[config.mk]
export PLATFORM = sky130hd
export DESIGN_NAME = pll_divider_config_regs
export DESIGN_NICKNAME = d
export VERILOG_FILES = /design/src/hdl/pll_cfg_pkg.sv /design/src/hdl/pll_divider_config_regs.sv
export SDC_FILE = /design/constraint.sdc
export NUM_CORES = 1
export LEC_CHECK = 0
export ABC_AREA = 1
export BUFFER_PORTS_ARGS = -buffer_cell sky130_fd_sc_hd__buf_2
export CAP_MARGIN = 20
export CORE_MARGIN = 3
export CORE_UTILIZATION = 56
export CTS_BUF_LIST = sky130_fd_sc_hd__clkbuf_4
export CTS_CLUSTER_SIZE = 20
export DETAILED_ROUTE_END_ITERATION = 6
export PLACE_DENSITY = 0.95
export SYNTH_ARGS = -nofsm -noshare
export SYNTH_HDL_FRONTEND = slang
export SYNTH_SLANG_ARGS = --single-unit
[constraint.sdc]
create_clock -name CLK_IN -period 1.9 [get_ports CLK_IN]
set_input_delay 0.38 -clock CLK_IN [delete_from_list [all_inputs] [get_ports CLK_IN]]
set_output_delay 0.38 -clock CLK_IN [all_outputs]
set_load 0.1 [all_outputs]
[src/hdl/pll_cfg_pkg.sv]
// Package for the dual-PLL divider configuration register block.
// Assumes an AXI4-Lite master with 32-bit data and word-aligned byte addresses.
package pll_cfg_pkg;

  // ==========================================================================
  // Register indices (printed offsets are not word aligned) and widths
  localparam int          ADDR_W          = 12;
  localparam logic [7:0]  IDX_A_REF_DIV   = 8'h34;
  localparam logic [7:0]  IDX_A_M_DIV     = 8'h35;
  localparam logic [7:0]  IDX_B_REF_DIV   = 8'h36;
  localparam logic [7:0]  IDX_B_M_DIV     = 8'h37;
  localparam logic [7:0]  IDX_A_CTRL0     = 8'h38;
  localparam logic [7:0]  IDX_STATUS      = 8'h39;

  // ==========================================================================
  // Field layout
  localparam int REF_W      = 3;
  localparam int M_W        = 5;
  localparam int POST_W     = 3;
  localparam int POST_LSB   = 2;
  localparam int RESYNC_BIT = 1;
  localparam int PDN_BIT    = 0;
  localparam int RATIO_W    = 6;

  // ==========================================================================
  // Reset values
  localparam logic [REF_W-1:0]  REF_RST    = 3'h0;
  localparam logic [M_W-1:0]    M_RST      = 5'h00;
  localparam logic [POST_W-1:0] POST_RST   = 3'h7;
  localparam logic              RESYNC_RST = 1'b1;
  localparam logic              PDN_RST    = 1'b0;

  // ==========================================================================
  // Calibration timing
  localparam int CAL_TIME_NS = 1000;
  localparam int CLK_NS      = 40;
  localparam int CAL_CYCLES  = (CAL_TIME_NS + CLK_NS - 1) / CLK_NS;
  localparam int CAL_CNT_W   = 8;

  localparam logic [1:0] RESP_OKAY   = 2'b00;
  localparam logic [1:0] RESP_SLVERR = 2'b10;

  typedef enum logic [1:0] {
    CAL_IDLE  = 2'b00,
    CAL_RESET = 2'b01,
    CAL_RUN   = 2'b10,
    CAL_DONE  = 2'b11
  } cal_state_t;

  typedef struct packed {
    logic [REF_W-1:0]  a_ref;
    logic [M_W-1:0]    a_m;
    logic [REF_W-1:0]  b_ref;
    logic [M_W-1:0]    b_m;
    logic [POST_W-1:0] a_post;
    logic              a_resync;
    logic              a_pdn;
  } pll_cfg_t;

  typedef struct packed {
    logic               bypass;
    logic [RATIO_W-1:0] ratio;
  } div_sel_t;

endpackage : pll_cfg_pkg

[src/hdl/pll_divider_config_regs.sv]
// Divider and control registers for two PLLs, with AXI4-Lite slave access.
// Assumes a synchronous active-high reset and a resync event synchronous to CLK_IN.
//
// Contract
// - First PLL reference code 0 bypasses, code k divides by k+1.
// - First PLL M code 0 bypasses, code k divides by k+1.
// - Second PLL reference code 0 bypasses, code k divides by k+1.
// - Second PLL M code 0 bypasses, code k divides by k+1.
// - First PLL post codes 0 and 1 divide by 2, codes 2 to 7 by code plus one.
// - With resync enabled a resync event resynchronises first-PLL channels, else it is ignored.
// - Power-down 0 enables the PLL, 1 disables it and resets calibration.
// - With power-down 0 at hardware reset the PLL is enabled and calibrated automatically.
`timescale 1ns/1ps
module pll_divider_config_regs
  import pll_cfg_pkg::*;
(
  input  wire logic              CLK_IN,
  input  wire logic              RST_IN,
  input  wire logic [ADDR_W-1:0] S_AXI_AWADDR_IN,
  input  wire logic              S_AXI_AWVALID_IN,
  output logic                   S_AXI_AWREADY_OUT,
  input  wire logic [31:0]       S_AXI_WDATA_IN,
  input  wire logic [3:0]        S_AXI_WSTRB_IN,
  input  wire logic              S_AXI_WVALID_IN,
  output logic                   S_AXI_WREADY_OUT,
  output logic [1:0]             S_AXI_BRESP_OUT,
  output logic                   S_AXI_BVALID_OUT,
  input  wire logic              S_AXI_BREADY_IN,
  input  wire logic [ADDR_W-1:0] S_AXI_ARADDR_IN,
  input  wire logic              S_AXI_ARVALID_IN,
  output logic                   S_AXI_ARREADY_OUT,
  output logic [31:0]            S_AXI_RDATA_OUT,
  output logic [1:0]             S_AXI_RRESP_OUT,
  output logic                   S_AXI_RVALID_OUT,
  input  wire logic              S_AXI_RREADY_IN,
  input  wire logic              RESYNC_EVENT_IN,
  output logic                   PLL_A_REF_BYPASS_OUT,
  output logic [RATIO_W-1:0]     PLL_A_REF_RATIO_OUT,
  output logic                   PLL_A_M_BYPASS_OUT,
  output logic [RATIO_W-1:0]     PLL_A_M_RATIO_OUT,
  output logic                   PLL_B_REF_BYPASS_OUT,
  output logic [RATIO_W-1:0]     PLL_B_REF_RATIO_OUT,
  output logic                   PLL_B_M_BYPASS_OUT,
  output logic [RATIO_W-1:0]     PLL_B_M_RATIO_OUT,
  output logic [RATIO_W-1:0]     PLL_A_POST_RATIO_OUT,
  output logic                   PLL_A_RESYNC_OUT,
  output logic                   PLL_A_ENABLE_OUT,
  output logic                   PLL_A_CAL_RESET_OUT,
  output logic                   PLL_A_CAL_RUN_OUT,
  output logic                   PLL_A_CAL_DONE_OUT
);

  // ==========================================================================
  // Decoding helpers
  function automatic div_sel_t decode_div(input logic [M_W-1:0] code);
    div_sel_t d;
    d.bypass = (code == 5'h00);
    d.ratio  = d.bypass ? 6'h01 : ({1'b0, code} + 6'h01);
    return d;
  endfunction : decode_div

  function automatic logic [7:0] word_index(input logic [ADDR_W-1:0] addr);
    return addr[9:2];
  endfunction : word_index

  function automatic logic is_mapped(input logic [ADDR_W-1:0] addr);
    logic [7:0] i;
    i = word_index(addr);
    return (addr[ADDR_W-1:10] == '0) && (i >= IDX_A_REF_DIV) && (i <= IDX_STATUS);
  endfunction : is_mapped

  pll_cfg_t   cfg;
  cal_state_t cal_state;
  cal_state_t next_cal_state;
  logic [CAL_CNT_W-1:0] cal_cnt;
  logic       pdn_prev;
  logic       rst_seen;
  logic       aw_held;
  logic       w_held;
  logic [ADDR_W-1:0] aw_addr;
  logic [31:0] w_data;
  logic [3:0]  w_strb;
  logic        do_write;
  logic [31:0] rd_word;

  // ==========================================================================
  // Write channel: address and data taken independently, response after both
  assign do_write = aw_held && w_held && !S_AXI_BVALID_OUT;

  always_ff @(posedge CLK_IN) begin
    if (RST_IN) begin
      aw_held           <= 1'b0;
      aw_addr           <= '0;
      S_AXI_AWREADY_OUT <= 1'b0;
    end else begin
      S_AXI_AWREADY_OUT <= !aw_held && !S_AXI_AWREADY_OUT && !S_AXI_BVALID_OUT;
      if (S_AXI_AWVALID_IN && S_AXI_AWREADY_OUT) begin
        aw_held           <= 1'b1;
        aw_addr           <= S_AXI_AWADDR_IN;
        S_AXI_AWREADY_OUT <= 1'b0;
      end
      // Held address is freed only when the response is launched
      if (do_write) begin
        aw_held <= 1'b0;
      end
    end
  end

  // ==========================================================================
  // Write data acceptance
  always_ff @(posedge CLK_IN) begin
    if (RST_IN) begin
      w_held           <= 1'b0;
      w_data           <= 32'h0000_0000;
      w_strb           <= 4'h0;
      S_AXI_WREADY_OUT <= 1'b0;
    end else begin
      S_AXI_WREADY_OUT <= !w_held && !S_AXI_WREADY_OUT && !S_AXI_BVALID_OUT;
      if (S_AXI_WVALID_IN && S_AXI_WREADY_OUT) begin
        w_held           <= 1'b1;
        w_data           <= S_AXI_WDATA_IN;
        w_strb           <= S_AXI_WSTRB_IN;
        S_AXI_WREADY_OUT <= 1'b0;
      end
      if (do_write) begin
        w_held <= 1'b0;
      end
    end
  end

  // ==========================================================================
  // Write response
  always_ff @(posedge CLK_IN) begin
    if (RST_IN) begin
      S_AXI_BVALID_OUT <= 1'b0;
      S_AXI_BRESP_OUT  <= RESP_OKAY;
    end else begin
      if (do_write) begin
        S_AXI_BVALID_OUT <= 1'b1;
        S_AXI_BRESP_OUT  <= is_mapped(aw_addr) ? RESP_OKAY : RESP_SLVERR;
      end else if (S_AXI_BVALID_OUT && S_AXI_BREADY_IN) begin
        S_AXI_BVALID_OUT <= 1'b0;
      end
    end
  end

  // ==========================================================================
  // Configuration registers; only byte lane 0 carries fields
  always_ff @(posedge CLK_IN) begin
    if (RST_IN) begin
      cfg.a_ref    <= REF_RST;
      cfg.a_m      <= M_RST;
      cfg.b_ref    <= REF_RST;
      cfg.b_m      <= M_RST;
      cfg.a_post   <= POST_RST;
      cfg.a_resync <= RESYNC_RST;
      cfg.a_pdn    <= PDN_RST;
    end else if (do_write && w_strb[0] && is_mapped(aw_addr)) begin
      // Reserved bits of the write data are dropped
      unique case (word_index(aw_addr))
        IDX_A_REF_DIV: cfg.a_ref <= w_data[REF_W-1:0];
        IDX_A_M_DIV:   cfg.a_m   <= w_data[M_W-1:0];
        IDX_B_REF_DIV: cfg.b_ref <= w_data[REF_W-1:0];
        IDX_B_M_DIV:   cfg.b_m   <= w_data[M_W-1:0];
        IDX_A_CTRL0: begin
          cfg.a_post   <= w_data[POST_LSB +: POST_W];
          cfg.a_resync <= w_data[RESYNC_BIT];
          cfg.a_pdn    <= w_data[PDN_BIT];
        end
        default: ;
      endcase
    end
  end

  // ==========================================================================
  // Read channel
  always_comb begin
    rd_word = 32'h0000_0000;
    unique case (word_index(S_AXI_ARADDR_IN))
      IDX_A_REF_DIV: rd_word[REF_W-1:0] = cfg.a_ref;
      IDX_A_M_DIV:   rd_word[M_W-1:0]   = cfg.a_m;
      IDX_B_REF_DIV: rd_word[REF_W-1:0] = cfg.b_ref;
      IDX_B_M_DIV:   rd_word[M_W-1:0]   = cfg.b_m;
      IDX_A_CTRL0: begin
        rd_word[POST_LSB +: POST_W] = cfg.a_post;
        rd_word[RESYNC_BIT]         = cfg.a_resync;
        rd_word[PDN_BIT]            = cfg.a_pdn;
      end
      IDX_STATUS: rd_word[1:0] = cal_state;
      default: rd_word = 32'h0000_0000;
    endcase
  end

  // One-cycle ready pulse; never raised while a read answer is pending
  always_ff @(posedge CLK_IN) begin
    if (RST_IN) begin
      S_AXI_ARREADY_OUT <= 1'b0;
    end else begin
      S_AXI_ARREADY_OUT <= !S_AXI_ARREADY_OUT && !S_AXI_RVALID_OUT && S_AXI_ARVALID_IN;
    end
  end

  // ==========================================================================
  // Read response
  always_ff @(posedge CLK_IN) begin
    if (RST_IN) begin
      S_AXI_RVALID_OUT  <= 1'b0;
      S_AXI_RDATA_OUT   <= 32'h0000_0000;
      S_AXI_RRESP_OUT   <= RESP_OKAY;
    end else begin
      if (S_AXI_ARVALID_IN && S_AXI_ARREADY_OUT) begin
        S_AXI_RVALID_OUT  <= 1'b1;
        S_AXI_RDATA_OUT   <= is_mapped(S_AXI_ARADDR_IN) ? rd_word : 32'h0000_0000;
        S_AXI_RRESP_OUT   <= is_mapped(S_AXI_ARADDR_IN) ? RESP_OKAY : RESP_SLVERR;
      end else if (S_AXI_RVALID_OUT && S_AXI_RREADY_IN) begin
        S_AXI_RVALID_OUT <= 1'b0;
      end
    end
  end

  // ==========================================================================
  // Calibration sequencer
  // rst_seen marks the first cycle after reset release, so a cleared
  // power-down bit at reset kicks off calibration without software.
  always_ff @(posedge CLK_IN) begin
    if (RST_IN) begin
      rst_seen <= 1'b1;
      pdn_prev <= PDN_RST;
    end else begin
      rst_seen <= 1'b0;
      pdn_prev <= cfg.a_pdn;
    end
  end

  always_comb begin
    next_cal_state = cal_state;
    if (cfg.a_pdn) begin
      next_cal_state = CAL_RESET;
    end else begin
      unique case (cal_state)
        CAL_IDLE:  if (rst_seen) next_cal_state = CAL_RUN;
        CAL_RESET: if (pdn_prev) next_cal_state = CAL_RUN;
        CAL_RUN:   if (cal_cnt == CAL_CNT_W'(CAL_CYCLES - 1)) next_cal_state = CAL_DONE;
        CAL_DONE:  next_cal_state = CAL_DONE;
      endcase
    end
  end

  always_ff @(posedge CLK_IN) begin
    if (RST_IN) begin
      cal_state <= CAL_IDLE;
      cal_cnt   <= '0;
    end else begin
      cal_state <= next_cal_state;
      cal_cnt   <= (cal_state == CAL_RUN) ? cal_cnt + 1'b1 : '0;
    end
  end

  // ==========================================================================
  // Core-facing outputs, all registered
  always_ff @(posedge CLK_IN) begin
    if (RST_IN) begin
      PLL_A_REF_BYPASS_OUT <= 1'b1;
      PLL_A_REF_RATIO_OUT  <= 6'h01;
      PLL_A_M_BYPASS_OUT   <= 1'b1;
      PLL_A_M_RATIO_OUT    <= 6'h01;
      PLL_B_REF_BYPASS_OUT <= 1'b1;
      PLL_B_REF_RATIO_OUT  <= 6'h01;
      PLL_B_M_BYPASS_OUT   <= 1'b1;
      PLL_B_M_RATIO_OUT    <= 6'h01;
    end else begin
      {PLL_A_REF_BYPASS_OUT, PLL_A_REF_RATIO_OUT} <= decode_div({2'b00, cfg.a_ref});
      {PLL_A_M_BYPASS_OUT, PLL_A_M_RATIO_OUT}     <= decode_div(cfg.a_m);
      {PLL_B_REF_BYPASS_OUT, PLL_B_REF_RATIO_OUT} <= decode_div({2'b00, cfg.b_ref});
      {PLL_B_M_BYPASS_OUT, PLL_B_M_RATIO_OUT}     <= decode_div(cfg.b_m);
    end
  end

  always_ff @(posedge CLK_IN) begin
    if (RST_IN) begin
      PLL_A_POST_RATIO_OUT <= 6'h08;
    end else begin
      PLL_A_POST_RATIO_OUT <= (cfg.a_post < 3'h2) ? 6'h02 : ({3'b000, cfg.a_post} + 6'h01);
    end
  end

  always_ff @(posedge CLK_IN) begin
    if (RST_IN) begin
      PLL_A_RESYNC_OUT <= 1'b0;
    end else begin
      // Event is dropped, not deferred, while resync is disabled
      PLL_A_RESYNC_OUT <= RESYNC_EVENT_IN && cfg.a_resync;
    end
  end

  always_ff @(posedge CLK_IN) begin
    if (RST_IN) begin
      PLL_A_ENABLE_OUT     <= 1'b0;
      PLL_A_CAL_RESET_OUT  <= 1'b0;
      PLL_A_CAL_RUN_OUT    <= 1'b0;
      PLL_A_CAL_DONE_OUT   <= 1'b0;
    end else begin
      PLL_A_ENABLE_OUT     <= !cfg.a_pdn;
      PLL_A_CAL_RESET_OUT  <= (next_cal_state == CAL_RESET);
      PLL_A_CAL_RUN_OUT    <= (next_cal_state == CAL_RUN);
      PLL_A_CAL_DONE_OUT   <= (next_cal_state == CAL_DONE);
    end
  end

endmodule : pll_divider_config_regs

==> results of run 1 <==
==> stage by stage <==
stage          hold slack (ps)  total power, mW
2_1_floorplan            382.6            2.714
3_3_place_gp             396.4            2.740
3_5_place_dp             402.1            2.753
4_1_cts                  141.2            3.785
5_1_grt                  149.2            3.921
6_report                 133.9            3.792
==> final cells by class <==
type | count | area share (%)
Sequential cell | 96 | 40.82
Inverter | 66 | 5.259
Timing Repair Buffer | 85 | 9.402
Clock inverter | 5 | 1.222
Tap cell | 96 | 2.550
Clock buffer | 10 | 1.594
Multi-Input combinational cell | 396 | 39.15
==> power by group through the flow <==
stage	combinational, mW	clock, mW	sequential [mW]
after floorplan	0.494	0	2.22
after global placement	0.599	0	2.14
after detailed placement	0.609	0	2.14
after CTS	0.611	1.07	2.10
after global routing	0.650	1.16	2.11
final	0.615	1.08	2.10
==> state kept, by name (all words and copies together), names as in the netlist, 5 cells and up <==
register	flops
w_data	5
aw_addr	10
cal_cnt	8
S_AXI_RDATA_OUT	5
PLL_A_M_RATIO_OUT	6
cfg	21
PLL_B_M_RATIO_OUT	6
==> synthesized netlist by cell type <==
library cell,count
inv_1,65
buf_4,36
a21oi_4,1
clkbuf_1,6
nor3_1,9
nor4_1,4
xnor2_1,3
o21a_1,2
nand2_1,111
o211ai_1,1
nor2_4,1
a21oi_1,24
nor3b_1,4
nand4_1,7
buf_1,2
xor2_1,1
nor2_1,111
o21ai_0,33
inv_2,1
or2_2,2
nand2_2,2
nor2_2,2
dfxtp_1,96
ha_1,11
nand4_2,4
nand3_1,28
conb_1,1
buf_2,2
==> worst reg2reg max path: cells and delay by family, from the launching register on <==
family                 cells  cell delay [ps]
AND/OR/NAND/NOR            6              720
flip-flops                 1              390
AO/OA/AOI/OAI              1              240
buffers and inverters      1              190
==> worst paths after layout <==
check,endpoint
worst max-delay path,S_AXI_BVALID_OUT
worst min register to register,S_AXI_ARREADY_OUT
worst min-delay path,PLL_A_RESYNC_OUT
worst max register to register,cfg[1]
==> kinds of logic (layout without fill, tap and decap cells) <==
family,count (synthesis),in the layout,synth area share [%]
XOR/XNOR,4,4,0.8350
buffers and inverters,112,166,13.30
AND/OR/NAND/NOR,285,285,28.98
adder cells (fa/ha/maj),11,11,3.280
other,1,35,0.08936
AO/OA/AOI/OAI,61,61,7.722
flip-flops,96,96,45.80
==> per-layer routing <==
layer	share of wire [%]	vias up	GRT usage [%]
met1	41	1726	25.88
met5	0	-	0
li1	-	1886	-
met3	6.5	22	4.305
met2	50	159	39.46
met4	2.2	0	10.02
==> impl_metrics.tcl, run 1 <==
set metrics [dict create \
    start_util_pct 59.79 \
    portBuffers 78 \
    finalCritPeriodShare_pct 90.63 \
    p_int_mw 2.555 \
    required_ps 1520 \
    critPathLaunch "S_AXI_BVALID_OUT" \
    antenna_found_initial 0 \
    wl_per_cell_microns 12.43 \
    synth_top_area_cell "dfxtp_1" \
    post_cts_resized 0 \
    cts_made_buffers 9 \
    fin_nets 733 \
    critPathBufInv 1 \
    critPathMaxFanout 5 \
    register_area_sq_mm 0.001923 \
    synth_seq_area_share_pct 45.80 \
    powerDensity_mw_per_mm2 805.0 \
    clock_sinks 96 \
    avgSynthCellArea_sq_um 7.362 \
    ys_types 28 \
    crit_path_max_incr_delay_ps 460 \
    syn_inst 570 \
    combPwrFrac_pct 16.2 \
    fillerInstances 579 \
    viasPerCell 5.031 \
    die_area_sq_mm 0.008568 \
    final_util_pct 67.11 \
    clk_latency_ps 450 \
    htreeDepth 3 \
    core-area_sq_mm 0.007019 \
    cts_tree "done" \
    p_seq_share_pct 55.4 \
    dieWidth_microns 92.57 \
    fmax_mhz 580.7 \
    fin_ws_ps 178.0 \
    syn_to_final_growth_pct 12.25 \
    slew_violations 0 \
    dp_hpwl_mm 7.060 \
    crit_type "register to output pin" \
    drt-initial-drc-count 221 \
    grt_pass1_vias 3569 \
    synth_warnings 0 \
    die_h_microns 92.57 \
    arrival_ps 1340 \
    multi_input_area_sq_mm 0.001844 \
    p_leak_nw 2.376 \
    final_cells 754 \
    pre_cts_ws_ps 193.2 \
    r2r_start "aw_held" \
    rsz0062_at_grt "false" \
    drive_above_1_share_pct 17.17 \
    path_cells "buf_2" \
    rr_worst_depth 8 \
    clockBufferDepth 2 \
    cts_hold_buf 0 \
    layout_common_cells "nand2_1, nor2_1, dfxtp_1" \
    synth.top_cell.area_share_pct 45.80 \
    ant_nets 0 \
    setup_tns_ps 0 \
    swShare_pct 32.61 \
    crit_family "buffers and inverters" \
    rows 30 \
    hold_path_class "input port to register" \
    path_clk_slew_ps 150 \
    grt_pass1_wl_mm 15.46 \
    gp_congestion 0.8976 \
    status "completed" \
    io_pins 148 \
    place_inst 739 \
    crit_path_top_delay_cell "buf_2" \
    syn_area_sq_mm 0.004197 \
    synth_area_leaders "dfxtp_1, nand2_1, nor2_1, buf_4, inv_1" \
    root_buffer "clkbuf_4" \
    grt_overflow 0 \
    first_pass_iters 5 \
    finalCriticalPeriod_ps 1722 \
    cp-start-kind "register" \
    vias 3793 \
    power_switching_mw 1.237 \
    placed_area_sq_mm 0.004578 \
    max_cap_viol_count 0 \
    cp-end-kind "output pin" \
    grt.total_usage_pct 22.27 \
    p_clk_share_pct 28.4 \
    finalHoldViolations 0 \
    report.final.setup_viol 0 \
    ys_ff_latch 96 \
    routed_wl_mm 9.369 \
    min_path_cells 3 \
    final_cell_area_sq_mm 0.004711 \
    grt_max_degree 17 \
    peakVddDrop_uv 566.1 \
    rrSetupSlack_ps 300 \
    drc 0 \
    cts_post_setup_buffers_inserted 0 \
    n_antenna_cell 0 \
    path_depth 1 \
    hp-start "RESYNC_EVENT_IN" \
    finClkSkew_ps 18.66 \
]
(Power assumes the default switching activity.)
==> inputs of run 2 (changes only) <==
- CORE_UTILIZATION: 56 -> 55
==> impl_metrics.tcl, run 2 (synthesis results as in run 1) <==
set metrics [dict create \
    relSlewSlack_pct 65.73 \
    grt_max_degree 19 \
    final_cell_area_sq_mm 0.004767 \
    clockBufferDepth 2 \
    placed_area_sq_mm 0.004602 \
    fmax_mhz 579.4 \
    place_inst 743 \
    arrival_ps 1350 \
    first_pass_iters 5 \
    slew_violations 0 \
    io_pins 148 \
    fin_nets 734 \
    crit_path_max_incr_delay_ps 460 \
    crit_type "register to output pin" \
    portBuffers 78 \
    die_h_microns 93.35 \
    htreeDepth 3 \
    worst_hold_slack_ps 141.1 \
    viasPerCell 4.872 \
    grt_overflow 0 \
    rsz0062_at_grt "false" \
    crit_family "buffers and inverters" \
    fillerInstances 650 \
    grt_pass1_wl_mm 14.67 \
    powerDensity_mw_per_mm2 827.8 \
    cp-start-kind "register" \
    dp_hpwl_mm 7.009 \
    grt.total_usage_pct 21.21 \
    path_clk_slew_ps 140 \
    path_cells "buf_2" \
    drc 0 \
    setup_tns_ps 0 \
    dieWidth_microns 93.35 \
    tightest_slew_ps 513.5 \
    report.final.setup_viol 0 \
    fin_ws_ps 174.0 \
    clk_latency_ps 450 \
    p_leak_nw 2.406 \
    drive_above_1_share_pct 17.42 \
    critPathMaxFanout 5 \
    multi_input_area_sq_mm 0.001844 \
    crit_path_top_delay_cell "buf_2" \
    finalCriticalPeriod_ps 1726 \
    rows 31 \
    pre_cts_ws_ps 216.0 \
    core-area_sq_mm 0.007331 \
    max_cap_viol_count 0 \
    largestRegisters "cfg: 21 flops, aw_addr: 10 flops, cal_cnt: 8 flops" \
    peakVddDrop_uv 482.2 \
    syn_to_final_growth_pct 13.60 \
    drt-initial-drc-count 142 \
    total_power_mw 3.946 \
    clock_sinks 96 \
    gp_congestion 0.9179 \
    routed_wl_mm 9.095 \
    finClkSkew_ps 16.43 \
    hold_path_class "input port to register" \
    cts_post_setup_buffers_inserted 0 \
    register_area_sq_mm 0.001923 \
    finalCritPeriodShare_pct 90.84 \
    grt_pass1_vias 3420 \
    start_util_pct 57.25 \
    final_util_pct 65.03 \
    layout_common_cells "nand2_1, nor2_1, dfxtp_1" \
    largest-register "cfg" \
    vias 3698 \
    n_antenna_cell 0 \
    cp-end-kind "output pin" \
    cts_made_buffers 9 \
    status "completed" \
    antenna_found_initial 0 \
    die_area_sq_mm 0.008714 \
    cts_tree "done" \
    critPathBufInv 1 \
    post_cts_resized 0 \
    cts_hold_buf 0 \
    ant_nets 0 \
    final_cells 759 \
    finalHoldViolations 0 \
    required_ps 1520 \
    wl_per_cell_microns 11.98 \
    largest_reg_flops 21 \
    root_buffer "clkbuf_4" \
]
## run 2: worst paths after layout
path                            slack (ps)                end               from  cells past startpoint
worst min register to register         420  S_AXI_ARREADY_OUT  S_AXI_ARREADY_OUT                      1
worst max register to register         310            cfg[14]            aw_held                      7
worst min-delay path                   140  S_AXI_ARREADY_OUT   S_AXI_ARVALID_IN                      3
worst max-delay path                   170   S_AXI_BVALID_OUT   S_AXI_BVALID_OUT                      1
## run 2: final cells by class
class                      instances  area share [%]
clock buffer                      10           1.575
clock inverter                     6           1.890
inverter                          66           5.197
multi-input combinational        396           38.69
sequential                        96           40.34
tap                               99           2.598
timing repair buffer              86           9.711
## run 2: per-layer routing
layer / part of all wire, % / track usage (%) / vias to the layer above
li1: - / - / 1883
met1: 42 / 24.80 / 1669
met2: 50 / 37.05 / 132
met3: 6.4 / 5.068 / 14
met4: 1.5 / 8.669 / 0
met5: 0 / 0 / -
## run 2: worst reg2reg max path: stages, from the launching register on
cell     delay (ps)
dfxtp_1         390
nand2_1          80
nor2_2          130
nand2_1         120
a21oi_4         240
nand4_2         280
nor2_1          190
nor2_1           70
## run 2: power by group
part / total, mW / switching, mW / internal (mW) / leakage [nW]
sequential: 2.10 / 0.0414 / 2.06 / 0.780
clock: 1.23 / 0.673 / 0.557 / 0.0890
combinational: 0.616 / 0.527 / 0.0889 / 1.54
total: 3.95 / 1.24 / 2.70 / 2.41
==> inputs of run 3 (changes only) <==
- ABC_AREA: 1 -> 0
==> impl_metrics.tcl, run 3 <==
set metrics [dict create \
    largest-register "cfg" \
    ys_types 46 \
    cts_made_buffers 9 \
    drt-initial-drc-count 162 \
    arrival_ps 1360 \
    syn_to_final_growth_pct 11.41 \
    crit_path_top_delay_cell "dfxtp_1" \
    grt.total_usage_pct 19.26 \
    gp_congestion 0.7849 \
    place_inst 594 \
    die_h_microns 91.43 \
    fmax_mhz 574.0 \
    peakVddDrop_uv 579.1 \
    finalHoldViolations 0 \
    crit_type "register to output pin" \
    multi_input_area_sq_mm 0.001814 \
    synth_warnings 0 \
    grt_max_degree 38 \
    path_cells "clkbuf_4" \
    slew_violations 0 \
    fillerInstances 556 \
    finalCriticalPeriod_ps 1742 \
    cts_tree "done" \
    vias 3053 \
    critPathBufInv 1 \
    portBuffers 78 \
    pre_cts_ws_ps 292.5 \
    grt_pass1_vias 2848 \
    rsz0062_at_grt "false" \
    clock_sinks 96 \
    crit_family "flip-flops" \
    relSlewSlack_pct 60.87 \
    critPathMaxFanout 10 \
    yosysMostFrequentCell "dfxtp_1" \
    tightest_slew_ps 586.9 \
    grt_pass1_wl_mm 13.06 \
    routed_wl_mm 7.850 \
    drive_above_1_share_pct 21.60 \
    clockBufferDepth 2 \
    syn_area_sq_mm 0.004014 \
    avgSynthCellArea_sq_um 9.206 \
    fin_nets 588 \
    setup_tns_ps 0 \
    largest_reg_flops 21 \
    crit_path_max_incr_delay_ps 530 \
    synth_edf_count 0 \
    powerDensity_mw_per_mm2 803.2 \
    fin_ws_ps 158.0 \
    path_clk_slew_ps 140 \
    root_buffer "clkbuf_4" \
    dieWidth_microns 91.43 \
    grt_overflow 0 \
    finClkSkew_ps 16.67 \
    status "completed" \
    first_pass_iters 4 \
    n_antenna_cell 0 \
    clk_latency_ps 430 \
    required_ps 1520 \
    total_power_mw 3.592 \
    drc 0 \
    hold_path_class "input port to register" \
    register_area_sq_mm 0.001924 \
    start_util_pct 57.80 \
    cts_post_setup_buffers_inserted 0 \
    cp-end-kind "output pin" \
    syn_inst 436 \
    report.final.setup_viol 0 \
    p_leak_nw 2.003 \
    ys_ff_latch 96 \
    core-area_sq_mm 0.006944 \
    viasPerCell 5.005 \
    antenna_found_initial 0 \
    cp-start-kind "register" \
    ys.flop_type "dfxtp_1" \
    layout_common_cells "dfxtp_1, buf_2, nor2_1" \
    synth_top_area_cell "dfxtp_1" \
    wl_per_cell_microns 12.87 \
    final_common_cell "dfxtp_1" \
    finalCritPeriodShare_pct 91.69 \
    final_util_pct 64.40 \
    max_cap_viol_count 0 \
    synth_seq_area_share_pct 47.88 \
    io_pins 148 \
    largestRegisters "cfg: 21 flops, aw_addr: 10 flops, cal_cnt: 8 flops" \
    die_area_sq_mm 0.008359 \
    htreeDepth 3 \
    ant_nets 0 \
    synth.top_cell.area_share_pct 47.88 \
    synth_area_leaders "dfxtp_1, buf_4, mux2i_1, nor2_1, a21oi_1" \
    synth-async-reset-ratio_pct 0 \
    final_cells 610 \
    ys_top_cells_by_count "dfxtp_1, nor2_1, nand2_1" \
    dp_hpwl_mm 5.928 \
    rows 30 \
]
[run 3: cell types whose count changed in the layout (fill, tap and decap cells not counted), moves of 8 or more]
cell and change:
inv_1 -46, nor2_1 -58, a21oi_1 +10, nand3_1 -12
o21ai_0 -29, nand2_1 -68, mux2i_1 +21, xor2_1 +8
[run 3: cell type report]
| cell class | instances | area share [%] |
|---|---|---|
| flip-flops and latches | 96 | 43.03 |
| multi-input cells | 302 | 40.57 |
| repair buffers | 81 | 9.569 |
| well taps | 96 | 2.686 |
| inverters | 19 | 1.595 |
| clock buffers | 9 | 1.511 |
| clock inverters | 7 | 1.035 |
[run 3: routing by layer]
metal,share of wire (%),routed length [microns],global-route usage [%]
met2,51,4032,34.27
met3,5.7,448,5.965
met1,42,3312,22.20
met4,0.73,57,5.151
met5,0,0,0
[run 3: logic make-up after synthesis]
family / share of synthesized area, %
XOR/XNOR: 3.055
AND/OR/NAND/NOR: 21.66
adder cells (fa/ha/maj): 3.429
multiplexers: 7.201
buffers and inverters: 10.10
AO/OA/AOI/OAI: 6.577
flip-flops: 47.88
other: 0.09343
[run 3: power by group]
group          total (mW)  switching [mW]  leakage (nW)  internal, mW
Combinational       0.581           0.495          1.16        0.0864
Clock               0.920           0.652        0.0614         0.268
Sequential           2.09          0.0410         0.779          2.05
[run 3: what timing repair did]
item | CTS | global route
hold buffers | 0 | 0
resized for setup | 0 | 1
setup endpoints to repair | 0 | 1
[run 3: metrics by stage]
step / hold WS [ps] / instance area [sq um]
2_1_floorplan: 407.7 / 4144
3_3_place_gp: 424.5 / 4355
3_5_place_dp: 428.4 / 4355
4_1_cts: 139.4 / 4469
5_1_grt: 126.1 / 4472
6_report: 172.7 / 4472
[run 3: path summary, 6_finish.rpt]
kind | startpoint | end | slack [ps] | depth (start not counted)
max reg2reg | aw_addr[8] | cfg[18] | 280 | 4
min reg2reg | S_AXI_RVALID_OUT | S_AXI_ARREADY_OUT | 440 | 1
min | S_AXI_AWADDR_IN[8] | aw_addr[8] | 170 | 3
max | S_AXI_WREADY_OUT | S_AXI_WREADY_OUT | 160 | 1
